### src/rtl/civ_pkg.sv
// Purpose: shared constants for the core interrupt vectoring block
// Assumes: 42 fixed-priority sources, AXI4-Lite register access
// Notes:   byte offsets of the block's own registers are multiples of four
package civ_pkg;
   localparam int          CIV_NSRC      = 42;
   localparam int          CIV_ADDR_W    = 48;
   localparam int          CIV_NUM_W     = 6;
   // source numbers
   localparam logic [5:0]  SRC_EMU_HIGH  = 6'h00;
   localparam logic [5:0]  SRC_RESET     = 6'h01;
   localparam logic [5:0]  SRC_ILLEGAL   = 6'h02;
   localparam logic [5:0]  SRC_STACK_OVF = 6'h03;
   localparam logic [5:0]  SRC_TMR_HIGH  = 6'h04;
   localparam logic [5:0]  SRC_RESERVED  = 6'h07;
   localparam logic [5:0]  SRC_PROG_LO   = 6'h0b;
   localparam logic [5:0]  SRC_PROG_HI   = 6'h1d;
   localparam logic [5:0]  SRC_CB_SEVEN  = 6'h1e;
   localparam logic [5:0]  SRC_CB_FIFTN  = 6'h1f;
   localparam logic [5:0]  SRC_TMR_LOW   = 6'h20;
   localparam logic [5:0]  SRC_FIX_OVF   = 6'h21;
   localparam logic [5:0]  SRC_FLT_INV   = 6'h24;
   localparam logic [5:0]  SRC_EMU_LOW   = 6'h25;
   localparam logic [5:0]  SRC_SOFT_LO   = 6'h26;
   localparam logic [5:0]  SRC_SOFT_HI   = 6'h29;
   // register byte offsets
   localparam logic [7:0]  OFS_LATCH_LO  = 8'h00;
   localparam logic [7:0]  OFS_LATCH_EXT = 8'h04;
   localparam logic [7:0]  OFS_MASK_LO   = 8'h08;
   localparam logic [7:0]  OFS_MASK_EXT  = 8'h0c;
   localparam logic [7:0]  OFS_BASE_LO   = 8'h10;
   localparam logic [7:0]  OFS_BASE_HI   = 8'h14;
   localparam logic [7:0]  OFS_SOFT      = 8'h18;
   localparam logic [7:0]  OFS_ACTIVE    = 8'h1c;
   localparam logic [7:0]  OFS_ENABLE    = 8'h20;
   // reset values, bus response codes and state encoding
   localparam logic [41:0] RST_MASK      = 42'h000_0000_0003;
   localparam logic [47:0] RST_BASE      = 48'h0000_0000_0000;
   localparam logic [1:0]  AXI_OKAY      = 2'h0;
   localparam logic [1:0]  AXI_SLVERR    = 2'h2;
   typedef enum logic [1:0] {CIV_IDLE, CIV_WAIT_DONE, CIV_SERVICE} civ_state_t;
endpackage

### src/rtl/civ_core.sv
// Purpose: core interrupt vectoring and acknowledge logic
// Assumes: sequencer gives instrDone and rtiExec pulses
// Notes:   registers on AXI4-Lite; one nesting level only
// Functional notes
// - on interrupt, let current instruction finish, then branch to its vector slot
// - return-from-interrupt ends service and resumes interrupted flow
// - non-arithmetic sources acknowledged by the return alone
// - arithmetic exceptions re-raise until status bit cleared, then return
// - core priorities hard-wired, not software alterable
// - priority falls with number; 0 highest, 41 lowest; 38-41 software raised
// - vector is 48-bit base plus four times the number
// - number 2 on illegal peripheral or unaligned long-word access
// - number 3 on stack overflow or program-counter stack full
// - timer expiry raises both number 4 and number 32
// - circular buffer overflows raise numbers 30 and 31
// - low emulator interrupt is number 37
// - slots 11 to 29 take peripheral sources; others are fixed
// - arithmetic exceptions take numbers 33 to 36
//
// Our own choices: the AXI4-Lite interface to the registers and the placing of the registers.
`timescale 1ns/1ps
`default_nettype none
module civ_core
   import civ_pkg::*;
(
   // clock and reset
   input  wire logic        clk,
   input  wire logic        rstn,
   // core event sources
   input  wire logic        emulator_high_irq,
   input  wire logic        reset_irq,
   input  wire logic        illegal_access_irq,
   input  wire logic        stack_overflow_irq,
   input  wire logic        timer_expiry,
   input  wire logic        serial_port_error_irq,
   input  wire logic        hardware_breakpoint_irq,
   input  wire logic [2:0]  external_request_irq,
   input  wire logic [18:0] programmable_irq,
   input  wire logic        circ_buf_seven_irq,
   input  wire logic        circ_buf_fifteen_irq,
   input  wire logic [3:0]  arith_status,
   input  wire logic        emulator_low_irq,
   // sequencer
   input  wire logic        instrDone,
   input  wire logic        rtiExec,
   output logic             vecBranch,
   output logic [47:0]      vecAddr,
   output logic [5:0]       vecNum,
   output logic             inService,
   output logic             irq,
   // axi4-lite slave
   input  wire logic [7:0]  s_axi_awaddr,
   input  wire logic        s_axi_awvalid,
   output logic             s_axi_awready,
   input  wire logic [31:0] s_axi_wdata,
   input  wire logic [3:0]  s_axi_wstrb,
   input  wire logic        s_axi_wvalid,
   output logic             s_axi_wready,
   output logic [1:0]       s_axi_bresp,
   output logic             s_axi_bvalid,
   input  wire logic        s_axi_bready,
   input  wire logic [7:0]  s_axi_araddr,
   input  wire logic        s_axi_arvalid,
   output logic             s_axi_arready,
   output logic [31:0]      s_axi_rdata,
   output logic [1:0]       s_axi_rresp,
   output logic             s_axi_rvalid,
   input  wire logic        s_axi_rready
);
   function automatic logic [31:0] wmerge(input logic [31:0] old, input logic [31:0] d,
                                         input logic [3:0] s);
      logic [31:0] r;
      r = old;
      for (int b = 0; b < 4; b++) begin
         if (s[b]) r[b*8 +: 8] = d[b*8 +: 8];
      end
      return r;
   endfunction

   logic [41:0]  latch_ff, nxt_latch;
   logic [41:0]  mask_ff, nxt_mask;
   logic [47:0]  base_ff, nxt_base;
   logic         enable_ff, nxt_enable;
   civ_state_t   state_ff, nxt_state;
   logic [5:0]   num_ff, nxt_num;
   logic         branch_ff, nxt_branch;
   logic [47:0]  addr_ff, nxt_addr;
   logic         irq_ff, nxt_irq;
   logic         awHave_ff, nxt_awHave, wHave_ff, nxt_wHave;
   logic [7:0]   awAddr_ff, nxt_awAddr;
   logic [31:0]  wData_ff, nxt_wData;
   logic [3:0]   wStrb_ff, nxt_wStrb;
   logic         bvalid_ff, nxt_bvalid, rvalid_ff, nxt_rvalid;
   logic [1:0]   bresp_ff, nxt_bresp, rresp_ff, nxt_rresp;
   logic [31:0]  rdata_ff, nxt_rdata;
   logic [41:0]  srcVec, pendReq, softSet;
   logic         winAny;
   logic [5:0]   winNum;
   logic         doWrite;
   logic [63:0]  wideLatch, wideMask;

   // fixed wiring of sources to slots
   always_comb begin
      srcVec                    = '0;
      srcVec[SRC_EMU_HIGH]      = emulator_high_irq;
      srcVec[SRC_RESET]         = reset_irq;
      srcVec[SRC_ILLEGAL]       = illegal_access_irq;
      srcVec[SRC_STACK_OVF]     = stack_overflow_irq;
      srcVec[SRC_TMR_HIGH]      = timer_expiry;
      srcVec[5]                 = serial_port_error_irq;
      srcVec[6]                 = hardware_breakpoint_irq;
      srcVec[SRC_RESERVED]      = 1'b0;
      srcVec[10:8]              = {external_request_irq[0], external_request_irq[1],
                                   external_request_irq[2]};
      srcVec[SRC_PROG_HI:SRC_PROG_LO] = programmable_irq;
      srcVec[SRC_CB_SEVEN]      = circ_buf_seven_irq;
      srcVec[SRC_CB_FIFTN]      = circ_buf_fifteen_irq;
      srcVec[SRC_TMR_LOW]       = timer_expiry;
      // level, not edge: keeps firing while the status bit stays set
      srcVec[SRC_FLT_INV:SRC_FIX_OVF] = arith_status;
      srcVec[SRC_EMU_LOW]       = emulator_low_irq;
   end

   assign pendReq = latch_ff & mask_ff;
   civ_prio_enc #(.N(CIV_NSRC)) u_prio (
      .req (pendReq),
      .any (winAny),
      .num (winNum)
   );
   assign doWrite   = awHave_ff & wHave_ff & ~bvalid_ff;
   assign wideLatch = {22'h0, latch_ff};
   assign wideMask  = {22'h0, mask_ff};
   // bus slave
   always_comb begin
      nxt_awHave = awHave_ff;
      nxt_awAddr = awAddr_ff;
      nxt_wHave  = wHave_ff;
      nxt_wData  = wData_ff;
      nxt_wStrb  = wStrb_ff;
      nxt_bvalid = bvalid_ff;
      nxt_bresp  = bresp_ff;
      nxt_rvalid = rvalid_ff;
      nxt_rresp  = rresp_ff;
      nxt_rdata  = rdata_ff;
      if (s_axi_awvalid && !awHave_ff) begin
         nxt_awHave = 1'b1;
         nxt_awAddr = s_axi_awaddr;
      end
      if (s_axi_wvalid && !wHave_ff) begin
         nxt_wHave = 1'b1;
         nxt_wData = s_axi_wdata;
         nxt_wStrb = s_axi_wstrb;
      end
      if (doWrite) begin
         nxt_awHave = 1'b0;
         nxt_wHave  = 1'b0;
         nxt_bvalid = 1'b1;
         nxt_bresp  = (awAddr_ff <= OFS_ENABLE && awAddr_ff[1:0] == 2'h0) ? AXI_OKAY
                                                                          : AXI_SLVERR;
      end
      if (bvalid_ff && s_axi_bready) nxt_bvalid = 1'b0;
      if (s_axi_arvalid && !rvalid_ff) begin
         nxt_rvalid = 1'b1;
         nxt_rresp  = AXI_OKAY;
         case (s_axi_araddr)
            OFS_LATCH_LO:  nxt_rdata = wideLatch[31:0];
            OFS_LATCH_EXT: nxt_rdata = wideLatch[63:32];
            OFS_MASK_LO:   nxt_rdata = wideMask[31:0];
            OFS_MASK_EXT:  nxt_rdata = wideMask[63:32];
            OFS_BASE_LO:   nxt_rdata = base_ff[31:0];
            OFS_BASE_HI:   nxt_rdata = {16'h0, base_ff[47:32]};
            OFS_SOFT:      nxt_rdata = 32'h0;
            OFS_ACTIVE:    nxt_rdata = {24'h0, state_ff == CIV_SERVICE, 1'b0, num_ff};
            OFS_ENABLE:    nxt_rdata = {31'h0, enable_ff};
            default: begin
               nxt_rdata = 32'h0;
               nxt_rresp = AXI_SLVERR;
            end
         endcase
      end
      if (rvalid_ff && s_axi_rready) nxt_rvalid = 1'b0;
   end
   // register file and latches
   always_comb begin
      logic [63:0] lw, mw;
      lw         = wideLatch;
      mw         = wideMask;
      nxt_mask   = mask_ff;
      nxt_base   = base_ff;
      nxt_enable = enable_ff;
      softSet    = '0;
      if (doWrite) begin
         case (awAddr_ff)
            OFS_LATCH_LO:  lw[31:0]  = lw[31:0] & ~wmerge(32'h0, wData_ff, wStrb_ff);
            OFS_LATCH_EXT: lw[63:32] = lw[63:32] & ~wmerge(32'h0, wData_ff, wStrb_ff);
            OFS_MASK_LO:   mw[31:0]  = wmerge(mw[31:0], wData_ff, wStrb_ff);
            OFS_MASK_EXT:  mw[63:32] = wmerge(mw[63:32], wData_ff, wStrb_ff);
            OFS_BASE_LO:   nxt_base[31:0] = wmerge(base_ff[31:0], wData_ff, wStrb_ff);
            OFS_BASE_HI:   nxt_base[47:32] = 16'(wmerge({16'h0, base_ff[47:32]}, wData_ff,
                                                    wStrb_ff));
            OFS_SOFT: softSet[SRC_SOFT_HI:SRC_SOFT_LO] = wData_ff[3:0] & {4{wStrb_ff[0]}};
            OFS_ENABLE:    nxt_enable = wStrb_ff[0] ? wData_ff[0] : enable_ff;
            default: ;
         endcase
      end
      nxt_mask = mw[41:0];
      nxt_latch = lw[41:0];
      // serviced slot drops on vectoring; arithmetic slots re-latch from live status
      if (branch_ff) nxt_latch[num_ff] = 1'b0;
      // set beats clear
      nxt_latch = nxt_latch | srcVec | softSet;
      nxt_latch[SRC_RESERVED] = 1'b0;
   end

   // vectoring sequence
   always_comb begin
      nxt_state  = state_ff;
      nxt_num    = num_ff;
      nxt_branch = 1'b0;
      nxt_addr   = addr_ff;
      case (state_ff)
         CIV_IDLE: begin
            if (winAny && enable_ff) begin
               nxt_num   = winNum;
               nxt_state = CIV_WAIT_DONE;
            end
         end
         CIV_WAIT_DONE: begin
            if (instrDone) begin
               nxt_branch = 1'b1;
               nxt_addr   = base_ff + {40'h0, num_ff, 2'b00};
               nxt_state  = CIV_SERVICE;
            end
         end
         CIV_SERVICE: begin
            // return alone acks; arithmetic re-raises via live status level
            if (rtiExec) nxt_state = CIV_IDLE;
         end
         default: nxt_state = CIV_IDLE;
      endcase
      nxt_irq = winAny;
   end
   always_ff @(posedge clk or negedge rstn) begin
      if (!rstn) begin
         latch_ff  <= '0;
         mask_ff   <= RST_MASK;
         base_ff   <= RST_BASE;
         enable_ff <= 1'b1;
         state_ff  <= CIV_IDLE;
         num_ff    <= 6'h00;
         branch_ff <= 1'b0;
         addr_ff   <= RST_BASE;
         irq_ff    <= 1'b0;
         awHave_ff <= 1'b0;
         awAddr_ff <= 8'h00;
         wHave_ff  <= 1'b0;
         wData_ff  <= 32'h0;
         wStrb_ff  <= 4'h0;
         bvalid_ff <= 1'b0;
         bresp_ff  <= AXI_OKAY;
         rvalid_ff <= 1'b0;
         rresp_ff  <= AXI_OKAY;
         rdata_ff  <= 32'h0;
      end else begin
         latch_ff  <= nxt_latch;
         mask_ff   <= nxt_mask;
         base_ff   <= nxt_base;
         enable_ff <= nxt_enable;
         state_ff  <= nxt_state;
         num_ff    <= nxt_num;
         branch_ff <= nxt_branch;
         addr_ff   <= nxt_addr;
         irq_ff    <= nxt_irq;
         awHave_ff <= nxt_awHave;
         awAddr_ff <= nxt_awAddr;
         wHave_ff  <= nxt_wHave;
         wData_ff  <= nxt_wData;
         wStrb_ff  <= nxt_wStrb;
         bvalid_ff <= nxt_bvalid;
         bresp_ff  <= nxt_bresp;
         rvalid_ff <= nxt_rvalid;
         rresp_ff  <= nxt_rresp;
         rdata_ff  <= nxt_rdata;
      end
   end

   assign vecBranch     = branch_ff;
   assign vecAddr       = addr_ff;
   assign vecNum        = num_ff;
   assign inService     = (state_ff == CIV_SERVICE);
   assign irq           = irq_ff;
   assign s_axi_awready = ~awHave_ff;
   assign s_axi_wready  = ~wHave_ff;
   assign s_axi_bvalid  = bvalid_ff;
   assign s_axi_bresp   = bresp_ff;
   assign s_axi_arready = ~rvalid_ff;
   assign s_axi_rvalid  = rvalid_ff;
   assign s_axi_rresp   = rresp_ff;
   assign s_axi_rdata   = rdata_ff;
   // checks
   branch_wait_a: assert property (@(posedge clk) disable iff (!rstn)
      state_ff == CIV_WAIT_DONE && instrDone |=> vecBranch && inService)
      else $error("branch not taken after instruction end");
   vec_addr_a: assert property (@(posedge clk) disable iff (!rstn)
      vecBranch |-> vecAddr == $past(base_ff) + {40'h0, vecNum, 2'b00})
      else $error("vector address wrong");
   rti_ends_a: assert property (@(posedge clk) disable iff (!rstn)
      inService && rtiExec |=> state_ff == CIV_IDLE)
      else $error("return did not end service");
   no_early_a: assert property (@(posedge clk) disable iff (!rstn)
      state_ff == CIV_WAIT_DONE && !instrDone |=> !vecBranch)
      else $error("branch before instruction end");
   rti_ack_a: assert property (@(posedge clk) disable iff (!rstn)
      vecBranch && !srcVec[vecNum] && vecNum != SRC_TMR_HIGH |=> !latch_ff[$past(vecNum)])
      else $error("pending not cleared on service");
   arith_hold_a: assert property (@(posedge clk) disable iff (!rstn)
      arith_status[0] |=> latch_ff[SRC_FIX_OVF])
      else $error("arithmetic exception not re-raised");
   prio_fix_a: assert property (@(posedge clk) disable iff (!rstn)
      state_ff == CIV_IDLE && winAny && enable_ff |=> num_ff == $past(winNum)
      && ($past(pendReq) & ~({42{1'b1}} << num_ff)) == 42'h0)
      else $error("priority order broken");
   reserved_a: assert property (@(posedge clk) disable iff (!rstn)
      !latch_ff[SRC_RESERVED])
      else $error("reserved slot raised");
   timer_dual_a: assert property (@(posedge clk) disable iff (!rstn)
      timer_expiry |=> latch_ff[SRC_TMR_HIGH] && latch_ff[SRC_TMR_LOW])
      else $error("timer slots not both raised");
   mask_gate_a: assert property (@(posedge clk) disable iff (!rstn)
      vecBranch |-> mask_ff[vecNum] || $past(mask_ff[vecNum], 2))
      else $error("masked source serviced");
   cov_branch_c: cover property (@(posedge clk) disable iff (!rstn) vecBranch);
   cov_rti_c: cover property (@(posedge clk) disable iff (!rstn) inService && rtiExec);
   cov_arith_c: cover property (@(posedge clk) disable iff (!rstn)
      vecBranch && vecNum == SRC_FIX_OVF);
   cov_write_c: cover property (@(posedge clk) disable iff (!rstn) s_axi_bvalid);
endmodule
`default_nettype wire

### src/rtl/civ_prio_enc.sv
// Purpose: fixed priority pick among unmasked pending sources
// Assumes: lower number wins
// Notes:   purely combinational
`timescale 1ns/1ps
`default_nettype none
module civ_prio_enc
   import civ_pkg::*;
#(
   parameter int N = 42
) (
   // request vector
   input  wire logic [N-1:0] req,
   // winner
   output logic              any,
   output logic [5:0]        num
);
   always_comb begin
      any = 1'b0;
      num = 6'h00;
      // hard-wired order, no software say in it
      for (int i = N - 1; i >= 0; i--) begin
         if (req[i]) begin
            any = 1'b1;
            num = 6'(i);
         end
      end
   end
endmodule
`default_nettype wire

### config.mk
export PLATFORM = sky130hd
export DESIGN_NAME = civ_core
export DESIGN_NICKNAME = d
export VERILOG_FILES = /design/src/rtl/civ_pkg.sv /design/src/rtl/civ_core.sv /design/src/rtl/civ_prio_enc.sv
export SDC_FILE = /design/constraint.sdc
export NUM_CORES = 1
export LEC_CHECK = 0
export ABC_AREA = 1
export BUFFER_PORTS_ARGS = -buffer_cell sky130_fd_sc_hd__buf_2
export CAP_MARGIN = 20
export CORE_MARGIN = 10
export CORE_UTILIZATION = 60
export CTS_BUF_LIST = sky130_fd_sc_hd__clkbuf_4 sky130_fd_sc_hd__clkbuf_8 sky130_fd_sc_hd__clkbuf_16
export DETAILED_ROUTE_END_ITERATION = 6
export PLACE_DENSITY = 0.83
export SLEW_MARGIN = 20
export SYNTH_ARGS = -nofsm -noshare
export SYNTH_HDL_FRONTEND = slang
export SYNTH_SLANG_ARGS = --single-unit
### constraint.sdc
create_clock -name clk -period 9 [get_ports clk]
set_input_delay 0.45 -clock clk [delete_from_list [all_inputs] [get_ports clk]]
set_output_delay 0.45 -clock clk [all_outputs]
set_load 0.02 [all_outputs]
Word level (Yosys, flattened, before mapping)

Index checks and enable logic that the tools add are counted.

$add $sub $neg: 1
Bitwise gates (word level): 16
Eq/ne operators: 20
Magnitude comparators: 3
Multiplexer cells: 125
Reductions and logical operators: 36

Operators by type and width:

| kind                                                            | number |
|---|---|
| 32-bit one-hot mux with 8 select lines                          | 1 |
| 6-bit two-way mux                                               | 42 |
| 8-bit two-way mux                                               | 14 |
| 42-bit AND                                                      | 2 |
| 42-bit two-way mux                                              | 2 |
| 8-bit by 5-bit == test with 1-bit output, second input constant | 7 |
| 1-bit two-way mux                                               | 53 |
| 48-bit by 8-bit adder with 48-bit output                        | 1 |
| 42-bit inverter                                                 | 1 |
| 42-bit by 38-bit bitwise OR with 42-bit output                  | 1 |
| 42-bit bitwise OR                                               | 1 |
| 3-bit AND reduction                                             | 14 |
| 32-bit AND                                                      | 1 |
| 8-bit by 4-bit == test with 1-bit output, second input constant | 4 |
| 32-bit two-way mux                                              | 1 |
| 32-bit inverter                                                 | 1 |
| 8-bit by 3-bit == test with 1-bit output, second input constant | 2 |
| 8-bit by 6-bit == test with 1-bit output, second input constant | 2 |
| 8-bit zero test                                                 | 2 |
| 2-bit two-way mux                                               | 7 |
| 10-bit AND                                                      | 1 |
| 10-bit two-way mux                                              | 1 |
| 10-bit inverter                                                 | 1 |
| 9-bit OR reduction                                              | 1 |
| 17 further kinds                                                | 38 |

Bits in registers: 274
Input port bits: 97
Word-level logic and storage cells: 230
Output and inout bits: 98

Logic depth before layout (Yosys ltp)

Word-level depth: 46
Gate-level depth with buffers: 42
Mapped depth without buffers: 42

Hierarchy

From an unflattened synthesis, not the netlist that was laid out.

Cells, all modules: 1948
Area, all modules: 14123.5 µm²

By module, submodules not included:

| module       | cells an instance | instances | area each (µm²) | seq. area each (µm²) |
|---|---|---|---|---|
| civ_core     | 1806              | 1         | 13536.7         | 6810.3 |
| civ_prio_enc | 142               | 1         | 586.8           | 0.0 |

Worst setup path after synthesis

Ideal clock, no wire load.

Path type: flip-flop to flip-flop
Start: reg num_ff[1] (netlist: vecNum[1])
End: reg addr_ff[42] (netlist: vecAddr[42])
Setup time: 0.124 ns
Setup slack: 5.531 ns
Clock period less this slack: 3.469 ns
Path buffers: 0
Arrival: 3.346 ns
Required time: 8.876 ns
Stages on the path, launching flop included: 23
Path through: dfrtp_1 -> inv_1 -> fa_1 -> inv_1 -> nand2_1 -> nand2_1 -> a21oi_2 -> o21ai_2 -> inv_2 -> nor2_4 -> nand3_2 -> nor4_4 -> nand4_2 -> nor3_2 -> nand3_2 -> nor3_2 -> nand3_2 -> nor3_2 -> nand3_2 -> nor3_4 -> nand2_2 -> o31ai_1 -> o21ai_1

Cells in the longest elaborated chain, start to end: 1

RTL lines:

| what                                     | line            | RTL |
|---|---|---|
| start: declaration                       | civ_core.sv:85  | `logic [5:0] num_ff, nxt_num;` |
| start signal: assignment                 | civ_core.sv:270 | `num_ff <= nxt_num;` |
| 48-bit by 8-bit adder with 48-bit output | civ_core.sv:231 | `nxt_addr = base_ff + {40'h0, num_ff, 2'b00};` |
| end signal: assignment                   | civ_core.sv:272 | `addr_ff <= nxt_addr;` |
| end: declaration                         | civ_core.sv:87  | `logic [47:0] addr_ff, nxt_addr;` |

Every way passes these cells.
A chain may end at the register's enable or synchronous reset.

Worst setup path after layout

Same ends and word-level chain as after synthesis.

==> results.yml <==
placement:
  dpl_cell_area_um2: 14260
  portBuffers: 192
  dp_hpwl_um: 33490
  gp_congestion: 0.9752
  post-place-ws_ns: 5.239
clock_tree:
  cts_buffers: 29
  cts_buffer_depth: 3
  insertion_delay_ns: 0.56
  cts.sinks: 272
  cts_setup_buffers: 0
  htreeDepth: 1
  cts_root_buf: "clkbuf_16"
  cts_tree: "done"
  clk_pin_slew_ns: 0.06
pwr:
  p_leak_uw: 0.007511
  ir_drop_v: 0.0002588
  power_density_nw_per_um2: 252.3
hold_path:
  hp-class: "input port to flip-flop"
  hold_depth: 2
setup_path:
  path_cells: "inv_1, fa_1, inv_1, nand2_1, nand2_1, a21oi_2, o21ai_2, inv_2, nor2_4, nand3_2, nor4_4, nand4_2, nor3_2, nand3_2, nor3_2, nand3_2, nor3_2, nand3_2, nor3_4, nand2_2, o31ai_1, o21ai_1"
  crit_arrival_ns: 4.25
  worstSetupPathType: "flip-flop to flip-flop"
  reg2regPathDepth: 22
  startpoint_type: "flip-flop"
  critPathRequiredTime_ns: 9.44
  endpoint_kind: "flip-flop"
  worst_path_most_repeated_cell: "nand3_2"
  cpMaxStageDelayCell: "fa_1"
  path_max_fanout: 8
  critPathMaxStageDelay_ns: 0.48
floorplanning:
  core_area_um2: 21220
  row_count: 53
  start_util_pct: 61.43
  die_w_um: 167.4
  ios: 195
  die_y_um: 167.4
  dieArea_um2: 28020
yosys:
  synth.distinct_cells: 49
  synth_area_um2: 13040
  yosys_warnings: 0
  synth_area_leaders: "dfrtp_1 52%, nand2_1 13%, o21ai_0 7.0%"
  synthCells: 1578
  yosysSeqAreaShare_pct: 52.24
  synth_seq_cells: 272
  netlist.area_leader.share_pct: 51.64
  syn_avg_cell_area_um2: 8.261
  yosys.area.top_type: "dfrtp_1"
sta:
  max_slew_margin_pct: 35.52
  grt_setup_unrepaired: "no"
  fmax_ghz: 0.2622
  hold_violations: 0
  totalNegativeSetupSlack_ns: 0
  post-route-period-util_pct: 42.38
  skew_ns: 0.01674
  worst_pin_slew_ns: 0.9661
  fin_ws_ns: 5.186
  fin_crit_ns: 3.814
  slew_violations: 0
  finalSetupViolations: 0
final_layout:
  area_delta_synth_final_pct: 17.19
  drive_gt1_share_pct: 16.36
  final_nets: 1867
  final_cell_area_um2: 15280
  antennaDiodeCount: 0
routing:
  route.vias.total: 12360
  wl_um: 44890
  drc: 0
  drtPass1Iterations: 6
  detail_route.wl_per_cell_um: 21.79
  postRouteAntennaNets: 0
  drt_iter0_markers: 1520
  vias_per_cell: 6.002
outcome:
  run_status: "finished, final reports clean"
grt:
  antenna_found_initial: 0
  grt_pass1_vias: 11950
  grt_max_degree: 76
  grt_pass1_wl_um: 69300
  grt_overflow_total: 0
  track_usage_pct: 31.02
run:
  maxCapViolations: 0
cell usage in the layout, fill, tap and decap left out, types with 7 or more instances in the layout:
cell type,instances
nand2_1,458
inv_1,146
xor2_1,33
clkbuf_16,29
nor4_1,35
buf_4,13
nand3_1,32
a21oi_1,52
a221oi_1,22
o22ai_1,11
nor2_1,121
o31ai_1,10
nor3_1,35
buf_2,191
nand4_1,10
dfrtp_1,269
o21bai_1,31
clkinv_2,7
o21ai_0,183
synth_stat cells, drive strengths merged:
cell and count:
nand2 461, dfrtp 269, o21ai 185, inv 148, nor2 124, a21oi 53, clkbuf 51, nor3 41
nand3 36, nor4 36, xor2 33, o21bai 31, a221oi 22, nand4 11, o22ai 11, o31ai 10
a32o 6, ha 6, mux2 6, a31oi 5, clkinv 5, o221ai 5, o311ai 4, a22o 3
buf 3, dfstp 3, a22oi 1, conb 1, fa 1, nand3b 1, o2111ai 1, o211ai 1
o32ai 1, o41ai 1, or3b 1, xnor2 1
logic make-up after synthesis:
family,count (synthesis),synth area share [%]
buffers and inverters,207,6.018
other,1,0.02877
AOI/OAI and AO/OA,340,15.39
and+or+nand+nor,711,22.80
xor gates and xnor gates,34,2.284
DFF,272,52.24
adders and majority gates,7,0.7294
muxes,6,0.5182
power breakdown:
group	internal, uW	switching, uW
Combinational	293	754
Sequential	1420	154
Clock	721	509
Total	2440	1420
final timing paths:
check | start | to | slack [ns]
max | vecNum[1] | vecAddr[42] | 5.19
min | s_axi_bready | s_axi_bvalid | 0.06
max reg2reg | vecNum[1] | vecAddr[42] | 5.19
min reg2reg | vecAddr[8] | vecAddr[8] | 0.48
max in group asynchronous | rstn | s_axi_rdata[26] | 7.19
min in group asynchronous | rstn | s_axi_rdata[1] | 0.42
state kept, by name (all words and copies together) (netlist names):
register / flops
s_axi_rvalid: 1
wStrb_ff: 4
wHave_ff: 1
wData_ff: 32
awHave_ff: 1
mask_ff: 42
state_ff: 2
vecAddr: 48
latch_ff: 41
awAddr_ff: 8
irq: 1
s_axi_rdata: 32
s_axi_bvalid: 1
s_axi_rresp: 1
vecBranch: 1
s_axi_bresp: 1
base_ff: 48
vecNum: 6
enable_ff: 1
metrics by stage:
| step | total power [uW] | std cells | util [%] | hold slack (ns) |
|---|---|---|---|---|
| 3_3_place_gp | 2580 | 2005 | 67.20 | 0.4336 |
| 3_5_place_dp | 2603 | 2005 | 67.20 | 0.4306 |
| 4_1_cts | 3831 | 2059 | 71.90 | 0.05752 |
| 6_report | 3854 | 2060 | 71.99 | 0.06209 |
| 5_1_grt | 4034 | 2060 | 71.99 | 0.07480 |
| 2_1_floorplan | 2201 | 1579 | - | 0.1544 |
timing repair:
action	in CTS	in global routing
endpoints found under the hold margin	68	0
hold buffers	1	0
resized for setup	0	0
critical path, delay by kind of cell, from the launching register on:
kind	cells	cell delay (ns)
compound gates	4	0.52
fa+ha+maj	1	0.48
buf+inv	3	0.34
flops	1	0.47
simple gates	14	1.88
routing by layer:
layer / part of all wire, % / GRT usage (%)
met1: 41 / 43.67
met5: 0 / 0
met2: 44 / 46.38
met4: 3.6 / 10.71
met3: 11 / 7.022
final cells by class:
| class | count | area (um^2) |
|---|---|---|
| inverters | 153 | 574.3 |
| clock inverters | 17 | 183.9 |
| well taps | 275 | 344.1 |
| repair buffers | 207 | 1099 |
| fillers | 1675 | 5943 |
| clock buffers | 36 | 803.3 |
| flip-flops and latches | 272 | 6810 |
| multi-input cells | 1100 | 5463 |
(Power assumes the default switching activity.)
